`src/inc/tmr16_params.svh`:
```
// Purpose: named constants of the sixteen-bit timer unit
// Assumes: 12-bit APB byte address, 32-bit data
// Notes: byte addresses of the register words
`ifndef TMR16_PARAMS_SVH
`define TMR16_PARAMS_SVH

// ********************************
// register map
// ********************************
`define TMR_ADDR_W 12
`define TMR_OFS_MODE 12'hFA0
`define TMR_OFS_COUNT 12'hFA4
`define TMR_OFS_CMP 12'hFA8
`define TMR_OFS_TOE 12'hFAC
`define TMR_OFS_STATUS 12'hFB0
`define TMR_OFS_IE 12'hFB4
`define TMR_OFS_PORT 12'hFB8
`define TMR_OFS_RESTART 12'hFBC

// ********************************
// field positions
// ********************************
`define TMR_MODE_EN_BIT 2
`define TMR_MODE_RESTART_BIT 3
`define TMR_MODE_FREQ_LSB 4
`define TMR_MODE_FREQ_MSB 5
`define TMR_MODE_SRC_BIT 6
`define TMR_FLAG_BIT 0
`define TMR_LATCH_BIT 1
`define TMR_PORT_DIR_BIT 0
`define TMR_PORT_LATCH_BIT 1
`define TMR_LO_BYTE 0
`define TMR_HI_BYTE 1
`define TMR_TOE_BIT 0
`define TMR_IE_BIT 0
`define TMR_SOLO_RESTART_BIT 0
`define TMR_BYTE0_RANGE 7:0
`define TMR_BYTE1_RANGE 15:8

// ********************************
// reset values and widths
// ********************************
`define TMR_CNT_W 16
`define TMR_CNT_RESET 16'h0000
`define TMR_CMP_RESET 16'hFFFF
`define TMR_DATA_W 32
`define TMR_STRB_W 4
`define TMR_PREDIV_W 10
`define TMR_DIV0_W 10
`define TMR_DIV1_W 8
`define TMR_DIV2_W 6
`define TMR_DIV3_W 4

`endif

```
`src/inc/tmr_pkg.sv`:
```
// Purpose: types of the sixteen-bit timer unit
// Assumes: constants come from tmr16_params.svh
// Notes: whole block state is one packed struct
`include "tmr16_params.svh"

package tmr_pkg;

  typedef logic [`TMR_ADDR_W-1:0] tmr_addr_t;
  typedef logic [`TMR_DATA_W-1:0] tmr_word_t;
  typedef logic [`TMR_STRB_W-1:0] tmr_strb_t;
  typedef logic [`TMR_CNT_W-1:0] tmr_cnt_t;
  typedef logic [`TMR_PREDIV_W-1:0] tmr_prediv_t;
  typedef logic [1:0] tmr_freq_t;

  typedef struct packed {
    logic mode_en;
    logic src_sel;
    tmr_freq_t freq_sel;
    logic restart;
    tmr_cnt_t cnt;
    tmr_cnt_t cmp;
    logic toe;
    logic flag;
    logic tol;
    logic ie;
    logic port_dir;
    logic port_latch;
    tmr_prediv_t prediv;
    logic sync1;
    logic sync2;
    logic sync3;
    logic pin_out;
    tmr_word_t rdata;
  } tmr_state_t;

  localparam tmr_state_t TMR_ST_RESET = '{
    mode_en: 1'b0,
    src_sel: 1'b0,
    freq_sel: 2'h0,
    restart: 1'b0,
    cnt: `TMR_CNT_RESET,
    cmp: `TMR_CMP_RESET,
    toe: 1'b0,
    flag: 1'b0,
    tol: 1'b0,
    ie: 1'b0,
    port_dir: 1'b0,
    port_latch: 1'b0,
    prediv: '0,
    sync1: 1'b0,
    sync2: 1'b0,
    sync3: 1'b0,
    pin_out: 1'b0,
    rdata: '0
  };

endpackage : tmr_pkg

```
`src/hdl/tmr16_timer.sv`:
```
// Purpose: sixteen_bit_timer_unit, timer and event counter with APB registers
// Assumes: pclk is the system clock, ext pin is asynchronous
// Notes: zero wait-state APB slave, read data registered in setup phase
// ********************************
// Overview of operation
// - event mode: count grows once per selected edge on the ext pin
// - source 0: edge field 00 counts rising, 01 counts falling edges
// - source 1: clock divided by 2^10, 2^8, 2^6 or 2^4
// - count only while enable bit 2 is one, else hold the count
// - writing mode bit 3 clears count, flag and latch; bit self-clears
// - reset clears all mode bits, timer comes up disabled
// - mode is write-only: all its bits read as zero, bits 7, 1 and 0 unused
// - mode written as a byte; restart bit also writable alone
// - count is read-only in two bytes, resets to zero
// - count equal to compare sets match flag and requests interrupt
// - every match inverts the output toggle latch
// - match interval is compare plus one count periods
// - compare is 16 bits, written in bytes, resets to FFFF
// - pin output enable flag is read/write, resets to zero
// - pin carries latch only with enable, output direction, latch zero
// - external source with output on divides the ext pin signal
// - after a match count returns to zero and keeps counting
// - match request passed on only while interrupt enable is one
// ********************************
//
// Design decision made here: the APB register port.
`timescale 1ns/100ps
`include "tmr16_params.svh"

module tmr16_timer (
  input wire logic pclk,
  input wire logic presetn,
  input wire tmr_pkg::tmr_addr_t paddr,
  input wire logic psel,
  input wire logic penable,
  input wire logic pwrite,
  input wire tmr_pkg::tmr_word_t pwdata,
  input wire tmr_pkg::tmr_strb_t pstrb,
  output tmr_pkg::tmr_word_t prdata,
  output logic pready,
  output logic pslverr,
  input wire logic ext_count_input_pin,
  output logic clock_output_pin,
  output logic clock_output_pin_oe,
  output logic match_irq
);
  import tmr_pkg::*;

  // ********************************
  // helpers
  // ********************************
  function automatic logic addr_hit(input tmr_addr_t a);
    addr_hit = (a == `TMR_OFS_MODE) ||
               (a == `TMR_OFS_COUNT) ||
               (a == `TMR_OFS_CMP) ||
               (a == `TMR_OFS_TOE) ||
               (a == `TMR_OFS_STATUS) ||
               (a == `TMR_OFS_IE) ||
               (a == `TMR_OFS_PORT) ||
               (a == `TMR_OFS_RESTART);
  endfunction : addr_hit

  // prescaler wraps its low n bits once per 2^n clocks
  function automatic logic div_tick(input tmr_prediv_t pd, input tmr_freq_t sel);
    logic t;
    t = 1'b0;
    unique case (sel)
      2'h0: t = &pd[`TMR_DIV0_W-1:0];
      2'h1: t = &pd[`TMR_DIV1_W-1:0];
      2'h2: t = &pd[`TMR_DIV2_W-1:0];
      2'h3: t = &pd[`TMR_DIV3_W-1:0];
    endcase
    div_tick = t;
  endfunction : div_tick

  function automatic tmr_cnt_t merge16(input tmr_cnt_t old, input tmr_word_t wd,
                                       input tmr_strb_t sb);
    tmr_cnt_t r;
    r = old;
    if (sb[`TMR_LO_BYTE]) begin
      r[`TMR_BYTE0_RANGE] = wd[`TMR_BYTE0_RANGE];
    end
    if (sb[`TMR_HI_BYTE]) begin
      r[`TMR_BYTE1_RANGE] = wd[`TMR_BYTE1_RANGE];
    end
    merge16 = r;
  endfunction : merge16

  // ********************************
  // state
  // ********************************
  tmr_state_t st_reg;
  tmr_state_t st_next;
  logic setup_ph;
  logic access_ph;
  logic wr_acc;
  logic rd_setup;
  logic byte0;
  logic ext_edge;
  logic tick;
  logic match;

  assign setup_ph = psel & ~penable;
  assign access_ph = psel & penable;
  assign wr_acc = access_ph & pwrite & addr_hit(paddr);
  assign rd_setup = setup_ph & ~pwrite;
  assign byte0 = pstrb[`TMR_LO_BYTE];

  // ********************************
  // count source
  // ********************************
  // only sync2 and sync3 feed the edge detector
  assign ext_edge = st_reg.freq_sel[0] ? (~st_reg.sync2 & st_reg.sync3)
                                       : (st_reg.sync2 & ~st_reg.sync3);

  // external edges or divided clock
  assign tick = st_reg.src_sel ? div_tick(st_reg.prediv, st_reg.freq_sel) : ext_edge;

  assign match = (st_reg.cnt == st_reg.cmp);

  // ********************************
  // next state
  // ********************************
  always_comb begin
    st_next = st_reg;
    st_next.restart = 1'b0;
    st_next.sync1 = ext_count_input_pin;
    st_next.sync2 = st_reg.sync1;
    st_next.sync3 = st_reg.sync2;
    st_next.prediv = st_reg.prediv + tmr_prediv_t'(1);

    // register writes, taken at the access edge
    if (wr_acc) begin
      unique case (paddr)
        `TMR_OFS_MODE: begin
          // byte write only; unused bits are simply not stored
          if (byte0) begin
            st_next.mode_en = pwdata[`TMR_MODE_EN_BIT];
            st_next.src_sel = pwdata[`TMR_MODE_SRC_BIT];
            st_next.freq_sel = pwdata[`TMR_MODE_FREQ_MSB:`TMR_MODE_FREQ_LSB];
            st_next.restart = pwdata[`TMR_MODE_RESTART_BIT];
          end
        end
        `TMR_OFS_CMP: begin
          st_next.cmp = merge16(st_reg.cmp, pwdata, pstrb);
        end
        `TMR_OFS_TOE: begin
          if (byte0) begin
            st_next.toe = pwdata[`TMR_TOE_BIT];
          end
        end
        `TMR_OFS_STATUS: begin
          if (byte0 && pwdata[`TMR_FLAG_BIT]) begin
            st_next.flag = 1'b0;
          end
        end
        `TMR_OFS_IE: begin
          if (byte0) begin
            st_next.ie = pwdata[`TMR_IE_BIT];
          end
        end
        `TMR_OFS_PORT: begin
          if (byte0) begin
            st_next.port_dir = pwdata[`TMR_PORT_DIR_BIT];
            st_next.port_latch = pwdata[`TMR_PORT_LATCH_BIT];
          end
        end
        `TMR_OFS_RESTART: begin
          // lone restart bit, no other mode bit disturbed
          if (byte0 && pwdata[`TMR_SOLO_RESTART_BIT]) begin
            st_next.restart = 1'b1;
          end
        end
        default: begin
        end
      endcase
    end

    // counter; runs after the writes so a match set beats a flag clear
    if (st_reg.restart) begin
      st_next.cnt = `TMR_CNT_RESET;
      st_next.flag = 1'b0;
      st_next.tol = 1'b0;
      st_next.prediv = '0;
    end else if (st_reg.mode_en && tick) begin
      if (match) begin
        // value stays at compare for one period: compare+1 periods
        st_next.cnt = `TMR_CNT_RESET;
        st_next.flag = 1'b1;
        st_next.tol = ~st_reg.tol;
      end else begin
        st_next.cnt = st_reg.cnt + tmr_cnt_t'(1);
      end
    end

    // pin level; port latch shows whenever the timer does not own it
    if (st_next.toe && st_next.port_dir && !st_next.port_latch) begin
      st_next.pin_out = st_next.tol;
    end else begin
      st_next.pin_out = st_next.port_latch;
    end

    // read data captured in setup, stable through the access phase
    if (rd_setup) begin
      st_next.rdata = '0;
      unique case (paddr)
        `TMR_OFS_COUNT: begin
          st_next.rdata[`TMR_CNT_W-1:0] = st_reg.cnt;
        end
        `TMR_OFS_TOE: begin
          st_next.rdata[`TMR_TOE_BIT] = st_reg.toe;
        end
        `TMR_OFS_STATUS: begin
          st_next.rdata[`TMR_FLAG_BIT] = st_reg.flag;
          st_next.rdata[`TMR_LATCH_BIT] = st_reg.tol;
        end
        `TMR_OFS_IE: begin
          st_next.rdata[`TMR_IE_BIT] = st_reg.ie;
        end
        `TMR_OFS_PORT: begin
          st_next.rdata[`TMR_PORT_DIR_BIT] = st_reg.port_dir;
          st_next.rdata[`TMR_PORT_LATCH_BIT] = st_reg.port_latch;
        end
        default: begin
          // write-only and unmapped words read zero
          st_next.rdata = '0;
        end
      endcase
    end
  end

  // ********************************
  // registers
  // ********************************
  always_ff @(posedge pclk or negedge presetn) begin
    if (!presetn) begin
      st_reg <= TMR_ST_RESET;
    end else begin
      st_reg <= st_next;
    end
  end

  // ********************************
  // outputs
  // ********************************
  // no wait states: every access ends in its first access cycle
  assign pready = 1'b1;
  assign pslverr = access_ph & ~addr_hit(paddr);
  assign prdata = st_reg.rdata;
  assign match_irq = st_reg.flag & st_reg.ie;
  assign clock_output_pin = st_reg.pin_out;
  assign clock_output_pin_oe = st_reg.port_dir;

endmodule : tmr16_timer

```
`config.mk`:
```
export PLATFORM = sky130hd
export DESIGN_NAME = tmr16_timer
export DESIGN_NICKNAME = d
export VERILOG_FILES = /design/src/inc/tmr_pkg.sv /design/src/hdl/tmr16_timer.sv
export VERILOG_INCLUDE_DIRS = /design/src /design/src/inc
export SDC_FILE = /design/constraint.sdc
export NUM_CORES = 1
export LEC_CHECK = 0
export ABC_AREA = 1
export BUFFER_PORTS_ARGS = -buffer_cell sky130_fd_sc_hd__buf_2
export CAP_MARGIN = 20
export CORE_ASPECT_RATIO = 0.9
export CORE_UTILIZATION = 59
export CTS_CLUSTER_DIAMETER = 30
export DETAILED_ROUTE_END_ITERATION = 12
export HOLD_SLACK_MARGIN = 0.12
export PLACE_DENSITY_LB_ADDON = 0.12
export SYNTH_ARGS = -nofsm -noshare
export SYNTH_HDL_FRONTEND = slang
export SYNTH_SLANG_ARGS = --single-unit
```
`constraint.sdc`:
```
create_clock -name pclk -period 2.9 [get_ports pclk]
set_clock_uncertainty 0.2 [all_clocks]
set_input_delay 0.725 -clock pclk [delete_from_list [all_inputs] [get_ports pclk]]
set_output_delay 0.725 -clock pclk [all_outputs]
set_load 0.05 [all_outputs]
```
==> out/results.txt, run 1 <==
Crit path arrival time = 1.85 ns
top-count cell post-synth = sky130_fd_sc_hd__nand2_1
number of slew-limit violations in the final report = 0
power density relative to cell area = 463 nW/µm²
ANT nets after route = 0
Least-Margin Pin Slew = 0.560 ns
number of search-and-repair iterations in the first detailed-routing pass = 4
Core Rows = 28
combined buffer and inverter count along the critical path = 3
CTS root buffer = sky130_fd_sc_hd__clkbuf_8
dpl cell area = 4250 µm²
kind of end point of the critical path = primary output
Synth top cells by count = 89 x sky130_fd_sc_hd__nand2_1, 60 x sky130_fd_sc_hd__inv_1, 57 x sky130_fd_sc_hd__dfrtp_1
DRC errors left = 0
count of port buffers added during placement = 55
maximum clock rate = 360 MHz
number of antenna repair diodes = 0
switching power = 0.525 mW
placeable core region = 6590 µm²
area share of the largest cell type after synthesis = 35.5%
most crowded layer after global routing = met2
fraction of registers with async set/reset = 100%
period utilisation layout = 95.7%
global route overflow = 0
Critical Path Max Stage Delay = 0.23 ns
CTS clk-pin slew, worst paths = 0.07 ns
Hold Buf Count CTS = 0
vertical extent of the die = 80.3 µm
delay-heaviest family, CP = simple AND/OR/NAND/NOR gates
status = finished, final reports clean
count of endpoints failing hold in the final timing report = 0
signed area change from the synthesized netlist to the final layout = 11.3%
initial antenna violation count = 0
internal power contribution = 1.55 mW
Initial DRC Count = 192
GR Util All Layers = 24.3%
post-layout worst setup margin = 0.123 ns
path category of the worst min-delay check = register to register
floorplan die width = 89.0 µm
GR met2 Demand/Resource = 36.5%
RD Place Congestion = 0.923
first-pass GRT wire length = 13.1 mm
fraction of power consumed by sequential logic = 49.6%
HPWL after detailed placement = 5.86 mm
number of max-capacitance violations reported = 0
count of boundary I/O pins = 91
Longest Clk Path Bufs = 2
CTS Sinks = 73
number of enable flip-flop cells after synthesis = 0
tightest slew margin relative to the limit = 62.5%
Total Die Area = 7140 µm²
flip-flop count of the largest register, all copies and words added = 53
Non-Filler Cell Area, Final = 4470 µm²
library cell occupying the most area in the post-synthesis netlist = sky130_fd_sc_hd__dfrtp_1
number of warnings printed during yosys synthesis = 0
Max H-tree Level = 3
clock tree from TritonCTS = built
effective utilization at floorplan = 61.0%
combinational group share of total power = 7.6%
required time worst endpoint = 1.98 ns
total of flip-flops plus latches after synthesis = 73
Inserted Clock Buffers = 9
gate count of the mapped netlist = 479
Synth Cell Area = 4020 µm²
met3 usage in global routing = 5.76%
# nets final = 583
minimum clock period = 2.78 ns
overall routed net length = 7.85 mm
global-route met1 utilization = 35.3%
startpoint type of the worst setup path = input port
clock latency on the worst-skew pair = 0.34 ns
vias in the first global route = 2801
RSZ-0062 raised after global routing = false
Setup CP Type = input port to primary output
average cell area after synthesis = 8.39 µm²
pre-CTS WS = 0.117 ns
total via count after detailed routing = 3140
maximum fanout encountered on the critical timing path = 4
summed negative setup slack over all endpoints = 0 ns
largest cells by area after synthesis = sky130_fd_sc_hd__dfrtp_1 36%, sky130_fd_sc_hd__dfstp_2 10%, sky130_fd_sc_hd__nand2_1 8.3%
fraction of power consumed by the clock network = 42.8%
Final Total Pwr = 2.07 mW
highest-delay cell along the critical path = sky130_fd_sc_hd__clkbuf_4
post-synth cell types = 40
endpoints failing setup = 0
per-cell routed wire length = 12.6 µm
static power due to leakage = 2.27 nW
sequential share of the synthesized area = 46.0%
fraction of final layout cells with drive strength greater than 1 = 24.4%
cell breakdown of the critical path = buf_2 > inv_1 > nand2_1 > nor2_1 > nand3_1 > nand2_1 > nor2_1 > nand2_4 > nor2_2 > clkbuf_4
switching part of the total = 25.3%
DR vias/cell = 5.05
dominant synthesized flop cell = sky130_fd_sc_hd__dfrtp_1
worst supply voltage drop on vdd = 0.213 mV
maximum number of pins on one net before global-route repair = 74
[path summary, 6_finish.rpt]
check	startpoint	cells past startpoint	to	slack [ns]
max in group asynchronous	presetn	2	st_reg[59]	1.96
min in group asynchronous	presetn	2	st_reg[42]	0.20
worst max-delay path	paddr[0]	10	pslverr	0.12
worst min-delay path	st_next[34]	0	st_next[33]	0.15
worst min register to register	st_next[34]	0	st_next[33]	0.15
worst max register to register	st_reg[36]	12	st_reg[83]	0.54
[power by group through the flow]
stage / sequential [mW] / clock, mW / combinational, mW
after floorplan: 1.05 / 0 / 0.121
final: 1.03 / 0.887 / 0.158
after detailed placement: 1.05 / 0 / 0.159
after CTS: 1.03 / 0.912 / 0.159
after global routing: 1.03 / 0.947 / 0.173
after global placement: 1.05 / 0 / 0.158
[kinds of logic after synthesis]
kind of cell	Yosys count	synth area share (%)
AO/OA/AOI/OAI	69	10.6
adder cells (fa/ha/maj)	2	0.623
flip-flops	73	46.0
multiplexers	8	2.24
other	2	0.187
AND/OR/NAND/NOR	208	24.4
buffers and inverters	103	12.9
XOR/XNOR	14	3.05
[worst register-to-register path, stage by stage, from the launching register on]
cell and delay, ns:
sky130_fd_sc_hd__dfrtp_1 0.38, sky130_fd_sc_hd__ha_1 0.19, sky130_fd_sc_hd__nand2_1 0.07, sky130_fd_sc_hd__nor2_2 0.20
sky130_fd_sc_hd__nand4_1 0.14, sky130_fd_sc_hd__nand2_1 0.10, sky130_fd_sc_hd__o21bai_1 0.09, sky130_fd_sc_hd__nand2_1 0.28
sky130_fd_sc_hd__inv_2 0.15, sky130_fd_sc_hd__nor2_4 0.24, sky130_fd_sc_hd__inv_2 0.08, sky130_fd_sc_hd__o21ai_0 0.08
sky130_fd_sc_hd__a21oi_1 0.06
[stage by stage]
step           util, %  hold WS, ns  instances
2_1_floorplan        -        0.131        494
3_3_place_gp      64.5        0.135        606
3_5_place_dp      64.5        0.143        606
4_1_cts           67.9        0.162        622
5_1_grt           67.9        0.176        622
6_report          67.9        0.155        622
[final cells by class]
type	count	area, µm²
Fill cell	575	2110
Sequential cell	73	1850
Multi-Input combinational cell	318	1710
Timing Repair Buffer	62	343
Inverter	63	236
Clock buffer	9	124
Tap cell	90	113
Clock inverter	7	100
[per-layer routing]
| metal | up-vias | part of all wire [%] |
|---|---|---|
| met5 | - | 0 |
| met4 | 0 | 0.88 |
| met3 | 7 | 5.8 |
| met2 | 100 | 45 |
| met1 | 1434 | 48 |
| li1 | 1599 | - |
[placed cells by master, fill, tap and decap left out, drive strengths merged, types with 2 or more instances in the layout]
cell type / count
a211oi: 4
a21oi: 21
a31oi: 2
buf: 61
bufinv: 2
clkbuf: 10
clkinvlp: 3
conb: 17
dfrtp: 57
dfstp: 16
ha: 2
inv: 65
mux2: 8
nand2: 95
nand3: 26
nand4: 9
nor2: 62
nor3: 15
o21ai: 21
o22ai: 4
o31ai: 14
xnor2: 8
xor2: 6
[what timing repair did]
action,in CTS,in global routing
resized for setup,0,1
endpoints found under the setup margin,0,1
setup buffers,0,0
(Power assumes the default switching activity.)
==> inputs of run 2 (changes only) <==
--- a/config.mk
+++ b/config.mk
@@ -6,11 +6,10 @@
 export SDC_FILE = /design/constraint.sdc
 export NUM_CORES = 1
 export LEC_CHECK = 0
-export ABC_AREA = 1
 export BUFFER_PORTS_ARGS = -buffer_cell sky130_fd_sc_hd__buf_2
 export CAP_MARGIN = 20
 export CORE_ASPECT_RATIO = 0.9
-export CORE_UTILIZATION = 59
+export CORE_UTILIZATION = 58
 export CTS_CLUSTER_DIAMETER = 30
 export DETAILED_ROUTE_END_ITERATION = 12
 export HOLD_SLACK_MARGIN = 0.12
@@ -18,3 +17,4 @@
 export SYNTH_ARGS = -nofsm -noshare
 export SYNTH_HDL_FRONTEND = slang
 export SYNTH_SLANG_ARGS = --single-unit
+export TNS_END_PERCENT = 100
==> out/results.txt, run 2 <==
status = finished, final reports clean
minimum clock period = 2.68 ns (-0.0926 ns)
Sequential Area = 1850 µm² (unchanged)
highest metal layer with signal wires = met4
worst supply voltage drop on vdd = 0.301 mV (+41%)
buffer count from post-CTS setup fixing = 0 (unchanged)
Initial DRC Count = 162 (-16%)
number of search-and-repair iterations in the first detailed-routing pass = 4 (unchanged)
maximum number of pins on one net before global-route repair = 27 (-64%)
path category of the worst min-delay check = register to register
Core Rows = 27 (-3.6%)
maximum fanout encountered on the critical timing path = 3 (-1)
largest cells by area after synthesis = sky130_fd_sc_hd__dfrtp_1 37%, sky130_fd_sc_hd__dfstp_2 11%, sky130_fd_sc_hd__buf_4 6.7%
post-layout worst setup margin = 0.216 ns (+0.0926 ns)
power density relative to cell area = 524 nW/µm² (+13%)
placeable core region = 6250 µm² (-5.1%)
required time worst endpoint = 1.98 ns (about the same)
DR vias/cell = 5.61 (+11%)
signed area change from the synthesized netlist to the final layout = 10.5%
RD Place Congestion = 0.825 (-11%)
average cell area after synthesis = 10.7 µm² (+27%)
count of filler cells inserted in the layout = 508 (-12%)
final worst hold slack = 0.168 ns (+0.0136 ns)
Setup CP Type = input port to primary output
tightest slew margin relative to the limit = 58.3% (-4.2 points)
Final Total Pwr = 2.22 mW (+7.0%)
ANT nets after route = 0 (unchanged)
pre-CTS WS = 0.212 ns (+0.0945 ns)
number of antenna repair diodes = 0 (unchanged)
CTS clk-pin slew, worst paths = 0.07 ns (about the same)
post-cts sizing count = 0 (unchanged)
Least-Margin Pin Slew = 0.624 ns (+0.0640 ns)
overall routed net length = 7.40 mm (-5.6%)
area used by multi-input combinational logic = 1680 µm² (-1.6%)
Hold Buf Count CTS = 0 (unchanged)
Synth Cell Area = 3830 µm² (-4.7%)
leading cell types in the layout, fill and taps excluded = 57 x sky130_fd_sc_hd__dfrtp_1, 55 x sky130_fd_sc_hd__buf_2, 25 x sky130_fd_sc_hd__nand2_1
dominant combinational cell family by area after synthesis = simple AND/OR/NAND/NOR gates
first-pass GRT wire length = 12.6 mm (-3.5%)
CTS root buffer = sky130_fd_sc_hd__clkbuf_8
total of flip-flops plus latches after synthesis = 73 (unchanged)
Longest Clk Path Bufs = 2 (unchanged)
DRC errors left = 0 (unchanged)
CTS Sinks = 73 (unchanged)
area share of the largest cell type after synthesis = 37.2% (+1.7 points)
number of max-capacitance violations reported = 0 (unchanged)
HPWL after detailed placement = 5.32 mm (-9.2%)
kind of end point of the critical path = primary output
# nets final = 449 (-23%)
WL met1 = 3.49 mm (-8.2%)
fraction of final layout cells with drive strength greater than 1 = 32.4% (+8.0 points)
per-cell routed wire length = 15.3 µm (+21%)
effective utilization at floorplan = 61.3% (+0.28 points)
static power due to leakage = 1.98 nW (-13%)
final core utilization = 67.7% (-0.21 points)
RSZ-0062 raised after global routing = false
maximum clock rate = 373 MHz (+3.5%)
vias in the first global route = 2605 (-7.0%)
Non-Filler Cell Area, Final = 4230 µm² (-5.4%)
count of port buffers added during placement = 55 (unchanged)
clock tree from TritonCTS = built
startpoint type of the worst setup path = input port
endpoints failing setup = 0 (unchanged)
number of slew-limit violations in the final report = 0 (unchanged)
initial antenna violation count = 0 (unchanged)
met3 WL = 439 µm (-3.5%)
Synth top cells by count = 57 x sky130_fd_sc_hd__dfrtp_1, 34 x sky130_fd_sc_hd__buf_4, 25 x sky130_fd_sc_hd__nand2_1
number of instances in the placed design = 469 (-23%)
gate count of the mapped netlist = 359 (-25%)
number of warnings printed during yosys synthesis = 0 (unchanged)
number of enable flip-flop cells after synthesis = 0 (unchanged)
simple-gate share of the synthesized area = 16.3% (-8.1 points)
dominant synthesized flop cell = sky130_fd_sc_hd__dfrtp_1
flip-flop count of the largest register, all copies and words added = 53 (unchanged)
most common cell after layout, fill and taps aside = sky130_fd_sc_hd__dfrtp_1
xor and xnor fraction of the mapped netlist area = 5.49% (+2.4 points)
period utilisation layout = 92.6% (-3.2 points)
library cell occupying the most area in the post-synthesis netlist = sky130_fd_sc_hd__dfrtp_1
Max H-tree Level = 3 (unchanged)
sequential share of the synthesized area = 48.2% (+2.3 points)
floorplan die width = 87.7 µm (-1.5%)
met2 wirelength from detailed routing = 3.35 mm (-4.8%)
fraction of registers with async set/reset = 100% (unchanged)
top-count cell post-synth = sky130_fd_sc_hd__dfrtp_1
compound-cell area share of the yosys netlist = 12.6% (+2.0 points)
count of boundary I/O pins = 91 (unchanged)
global route overflow = 0 (unchanged)
total via count after detailed routing = 2719 (-13%)
GR Util All Layers = 24.4% (+0.11 points)
proportion of synthesized area in mux cells = 7.25% (+5.0 points)
summed negative setup slack over all endpoints = 0 ns (unchanged)
Crit path arrival time = 1.76 ns (-0.09 ns)
count of endpoints failing hold in the final timing report = 0 (unchanged)
Total Die Area = 6930 µm² (-3.0%)
post-synth cell types = 53 (+33%)
Inserted Clock Buffers = 9 (unchanged)
vertical extent of the die = 79.1 µm (-1.5%)
Post-Synth Adder-Cell Area = 0.653% (+0.031 points)
dpl cell area = 3980 µm² (-6.3%)
clock latency on the worst-skew pair = 0.34 ns (about the same)
final std cells w/o fill = 485 (-22%)
run 2: cell count changes in the layout (fill, tap and decap cells not counted), moves of 11 or more:
cell,change
sky130_fd_sc_hd__a21oi_1,-12
sky130_fd_sc_hd__a22o_1,+14
sky130_fd_sc_hd__inv_1,-54
sky130_fd_sc_hd__mux2_2,+14
sky130_fd_sc_hd__nand2_1,-64
sky130_fd_sc_hd__nand3_1,-12
sky130_fd_sc_hd__nor2_1,-32
sky130_fd_sc_hd__nor3_1,-13
sky130_fd_sc_hd__o21ai_1,+12
sky130_fd_sc_hd__xnor2_1,+11
run 2: critical path: stages:
cell	delay, ns
sky130_fd_sc_hd__buf_2	0.09
sky130_fd_sc_hd__and3b_1	0.20
sky130_fd_sc_hd__and2_1	0.16
sky130_fd_sc_hd__nor3b_1	0.30
sky130_fd_sc_hd__nor2_1	0.07
sky130_fd_sc_hd__buf_2	0.21
run 2: cell families after synthesis:
group / Yosys count
AO/OA/AOI/OAI: 67
XOR/XNOR: 24
adder cells (fa/ha/maj): 2
buffers and inverters: 57
flip-flops: 73
multiplexers: 25
other: 2
AND/OR/NAND/NOR: 109
run 2: worst paths after layout:
| path | startpoint | to | slack, ns | depth (start not counted) |
|---|---|---|---|---|
| max | paddr[6] | pslverr | 0.22 | 6 |
| min | st_next[34] | st_next[33] | 0.17 | 0 |
| max reg2reg | st_reg[36] | st_reg[82] | 0.39 | 7 |
| min reg2reg | st_next[34] | st_next[33] | 0.17 | 0 |
| max in group asynchronous | presetn | st_reg[78] | 1.60 | 2 |
| min in group asynchronous | presetn | st_reg[44] | 0.18 | 1 |
run 2: cell type report:
class | count | area share (%)
clock buffers | 11 | 3.58
clock inverters | 5 | 2.40
inverters | 6 | 0.532
multi-input cells | 244 | 39.8
flip-flops and latches | 73 | 43.6
well taps | 87 | 2.57
repair buffers | 59 | 7.51
run 2: metal layers:
metal	vias to the layer above	GRT usage [%]
li1	1295	-
met1	1311	33.3
met2	104	36.7
met3	9	8.00
met4	0	8.20
met5	-	0
run 2: report_power, final:
group	switching (mW)	internal, mW
Sequential	0.0306	1.05
Clock	0.364	0.615
Combinational	0.115	0.0475
Total	0.510	1.71
==> inputs of run 3 (changes only) <==
--- a/config.mk
+++ b/config.mk
@@ -6,10 +6,11 @@
 export SDC_FILE = /design/constraint.sdc
 export NUM_CORES = 1
 export LEC_CHECK = 0
+export ABC_AREA = 1
 export BUFFER_PORTS_ARGS = -buffer_cell sky130_fd_sc_hd__buf_2
 export CAP_MARGIN = 20
 export CORE_ASPECT_RATIO = 0.9
-export CORE_UTILIZATION = 58
+export CORE_UTILIZATION = 59
 export CTS_CLUSTER_DIAMETER = 30
 export DETAILED_ROUTE_END_ITERATION = 12
 export HOLD_SLACK_MARGIN = 0.12
==> constraint.sdc (replaced) <==
create_clock -name pclk -period 3.13 [get_ports pclk]
set_clock_uncertainty 0.2 [all_clocks]
set_input_delay 0.7825 -clock pclk [delete_from_list [all_inputs] [get_ports pclk]]
set_output_delay 0.7825 -clock pclk [all_outputs]
set_load 0.05 [all_outputs]
==> out/results.txt, run 3 (same netlist as run 1, synthesis figures left out) <==
GR Util All Layers = 24.0% (-0.36 points)
final std cells w/o fill = 621 (+28%)
placeable core region = 6590 µm² (+5.4%)
endpoints failing setup = 0 (unchanged)
kind of end point of the critical path = primary output
vertical extent of the die = 80.3 µm (+1.5%)
flip-flop count of the largest register, all copies and words added = 53 (unchanged)
# nets final = 582 (+30%)
most common cell after layout, fill and taps aside = sky130_fd_sc_hd__nand2_1
Longest Clk Path Bufs = 2 (unchanged)
count of endpoints failing hold in the final timing report = 0 (unchanged)
delay-heaviest family, CP = simple AND/OR/NAND/NOR gates
initial antenna violation count = 0 (unchanged)
maximum number of pins on one net before global-route repair = 28 (+3.7%)
fraction of final layout cells with drive strength greater than 1 = 24.1% (-8.3 points)
per-cell routed wire length = 12.7 µm (-17%)
signed area change from the synthesized netlist to the final layout = 10.2%
power density relative to cell area = 417 nW/µm² (-20%)
number of instances in the placed design = 605 (+29%)
Core Rows = 28 (+3.7%)
global route overflow = 0 (unchanged)
RD Place Congestion = 0.927 (+12%)
post-layout worst setup margin = 0.195 ns (-0.0205 ns)
DRC errors left = 0 (unchanged)
period utilisation layout = 93.8%
static power due to leakage = 2.26 nW (+14%)
combined buffer and inverter count along the critical path = 3 (+1)
DR vias/cell = 5.11 (-8.8%)
Total Die Area = 7140 µm² (+3.1%)
number of antenna repair diodes = 0 (unchanged)
Max H-tree Level = 3 (unchanged)
HPWL after detailed placement = 6.07 mm (+14%)
Least-Margin Pin Slew = 0.573 ns (-0.0504 ns)
Setup CP Type = input port to primary output
summed negative setup slack over all endpoints = 0 ns (unchanged)
status = finished, final reports clean
number of slew-limit violations in the final report = 0 (unchanged)
count of port buffers added during placement = 55 (unchanged)
count of filler cells inserted in the layout = 598 (+18%)
CTS clk-pin slew, worst paths = 0.08 ns (about the same)
tightest slew margin relative to the limit = 61.6% (+3.3 points)
CTS Sinks = 73 (unchanged)
startpoint type of the worst setup path = input port
first-pass GRT wire length = 12.8 mm (+0.99%)
RSZ-0062 raised after global routing = false
clock latency on the worst-skew pair = 0.35 ns (about the same)
total via count after detailed routing = 3176 (+17%)
CTS root buffer = sky130_fd_sc_hd__clkbuf_8
Inserted Clock Buffers = 9 (unchanged)
pre-CTS WS = 0.189 ns (-0.0225 ns)
number of search-and-repair iterations in the first detailed-routing pass = 4 (unchanged)
path category of the worst min-delay check = register to register
number of max-capacitance violations reported = 0 (unchanged)
effective utilization at floorplan = 61.0% (-0.28 points)
Initial DRC Count = 230 (+42%)
R2R setup slack = 0.75 ns (+0.36 ns)
leading cell types in the layout, fill and taps excluded = 89 x sky130_fd_sc_hd__nand2_1, 60 x sky130_fd_sc_hd__inv_1, 57 x sky130_fd_sc_hd__dfrtp_1
vias in the first global route = 2767 (+6.2%)
cell repeated most along the worst path = sky130_fd_sc_hd__nor2_1
clock tree from TritonCTS = built
floorplan die width = 89.0 µm (+1.5%)
buffer count from post-CTS setup fixing = 0 (unchanged)
Critical Path Max Stage Delay = 0.26 ns (-0.04 ns)
post-cts sizing count = 0 (unchanged)
maximum clock rate = 341 MHz
cell breakdown of the critical path = buf_2 > inv_1 > nand2_1 > nor2_1 > nand3_1 > nand2_1 > nor2_1 > nand2_4 > nor2_1 > buf_2
maximum fanout encountered on the critical timing path = 4 (+1)
ANT nets after route = 0 (unchanged)
minimum clock period = 2.93 ns
required time worst endpoint = 2.15 ns (+0.17 ns)
worst supply voltage drop on vdd = 0.247 mV (-18%)
overall routed net length = 7.89 mm (+6.5%)
Crit path arrival time = 1.95 ns (+0.19 ns)
count of boundary I/O pins = 91 (unchanged)
Non-Filler Cell Area, Final = 4430 µm² (+4.6%)
Hold Buf Count CTS = 0 (unchanged)
highest-delay cell along the critical path = sky130_fd_sc_hd__buf_2
dpl cell area = 4220 µm² (+6.2%)
-- run 3: cell count changes in the layout (fill, tap and decap cells not counted), moves of 7 or more --
cell / previous run / this run
sky130_fd_sc_hd__and3_1: 7 / 0
sky130_fd_sc_hd__nor3_1: 1 / 14
sky130_fd_sc_hd__nand3_1: 12 / 24
sky130_fd_sc_hd__a21oi_1: 9 / 21
sky130_fd_sc_hd__xnor2_1: 19 / 8
sky130_fd_sc_hd__mux2_2: 22 / 8
sky130_fd_sc_hd__inv_1: 6 / 60
sky130_fd_sc_hd__nand2_1: 25 / 89
sky130_fd_sc_hd__o21ai_1: 14 / 2
sky130_fd_sc_hd__o31ai_1: 5 / 14
sky130_fd_sc_hd__a22o_1: 14 / 0
sky130_fd_sc_hd__nor2_1: 21 / 54
-- run 3: worst paths after layout --
path	to	from	cells past startpoint
max	pslverr	paddr[0]	10
min	st_next[33]	st_next[34]	0
max reg2reg	st_reg[78]	st_reg[36]	12
min reg2reg	st_next[33]	st_next[34]	0
max in group asynchronous	st_reg[59]	presetn	2
min in group asynchronous	st_reg[39]	presetn	1
-- run 3: report_power, final --
part           switching [mW]  total [mW]  internal, mW
clock                   0.374       0.748         0.375
combinational           0.115       0.144        0.0291
sequential            0.00376       0.953         0.950
total                   0.493        1.85          1.35
-- run 3: final cells by class --
class / count / area [µm²] / share of cell area [%]
sequential: 73 / 1850 / 41.7
timing repair buffer: 61 / 320 / 7.24
inverter: 63 / 236 / 5.34
tap: 90 / 113 / 2.54
clock inverter: 7 / 78.8 / 1.78
clock buffer: 9 / 124 / 2.80
multi-input combinational: 318 / 1710 / 38.6
-- run 3: metal layers --
metal / GRT usage, % / up-vias / routed length (µm)
li1: - / 1596 / -
met1: 33.8 / 1472 / 3790
met2: 37.1 / 98 / 3600
met3: 6.17 / 10 / 404
met4: 6.03 / 0 / 94
met5: 0 / - / 0
-- run 3: through the flow --
stage	power, mW	hold slack, ns	utilization [%]
floorplan	1.08	0.131	-
global placement	1.12	0.134	64.1
detailed placement	1.12	0.137	64.1
CTS	1.86	0.152	67.2
global route	1.92	0.167	67.2
finish	1.85	0.148	67.2
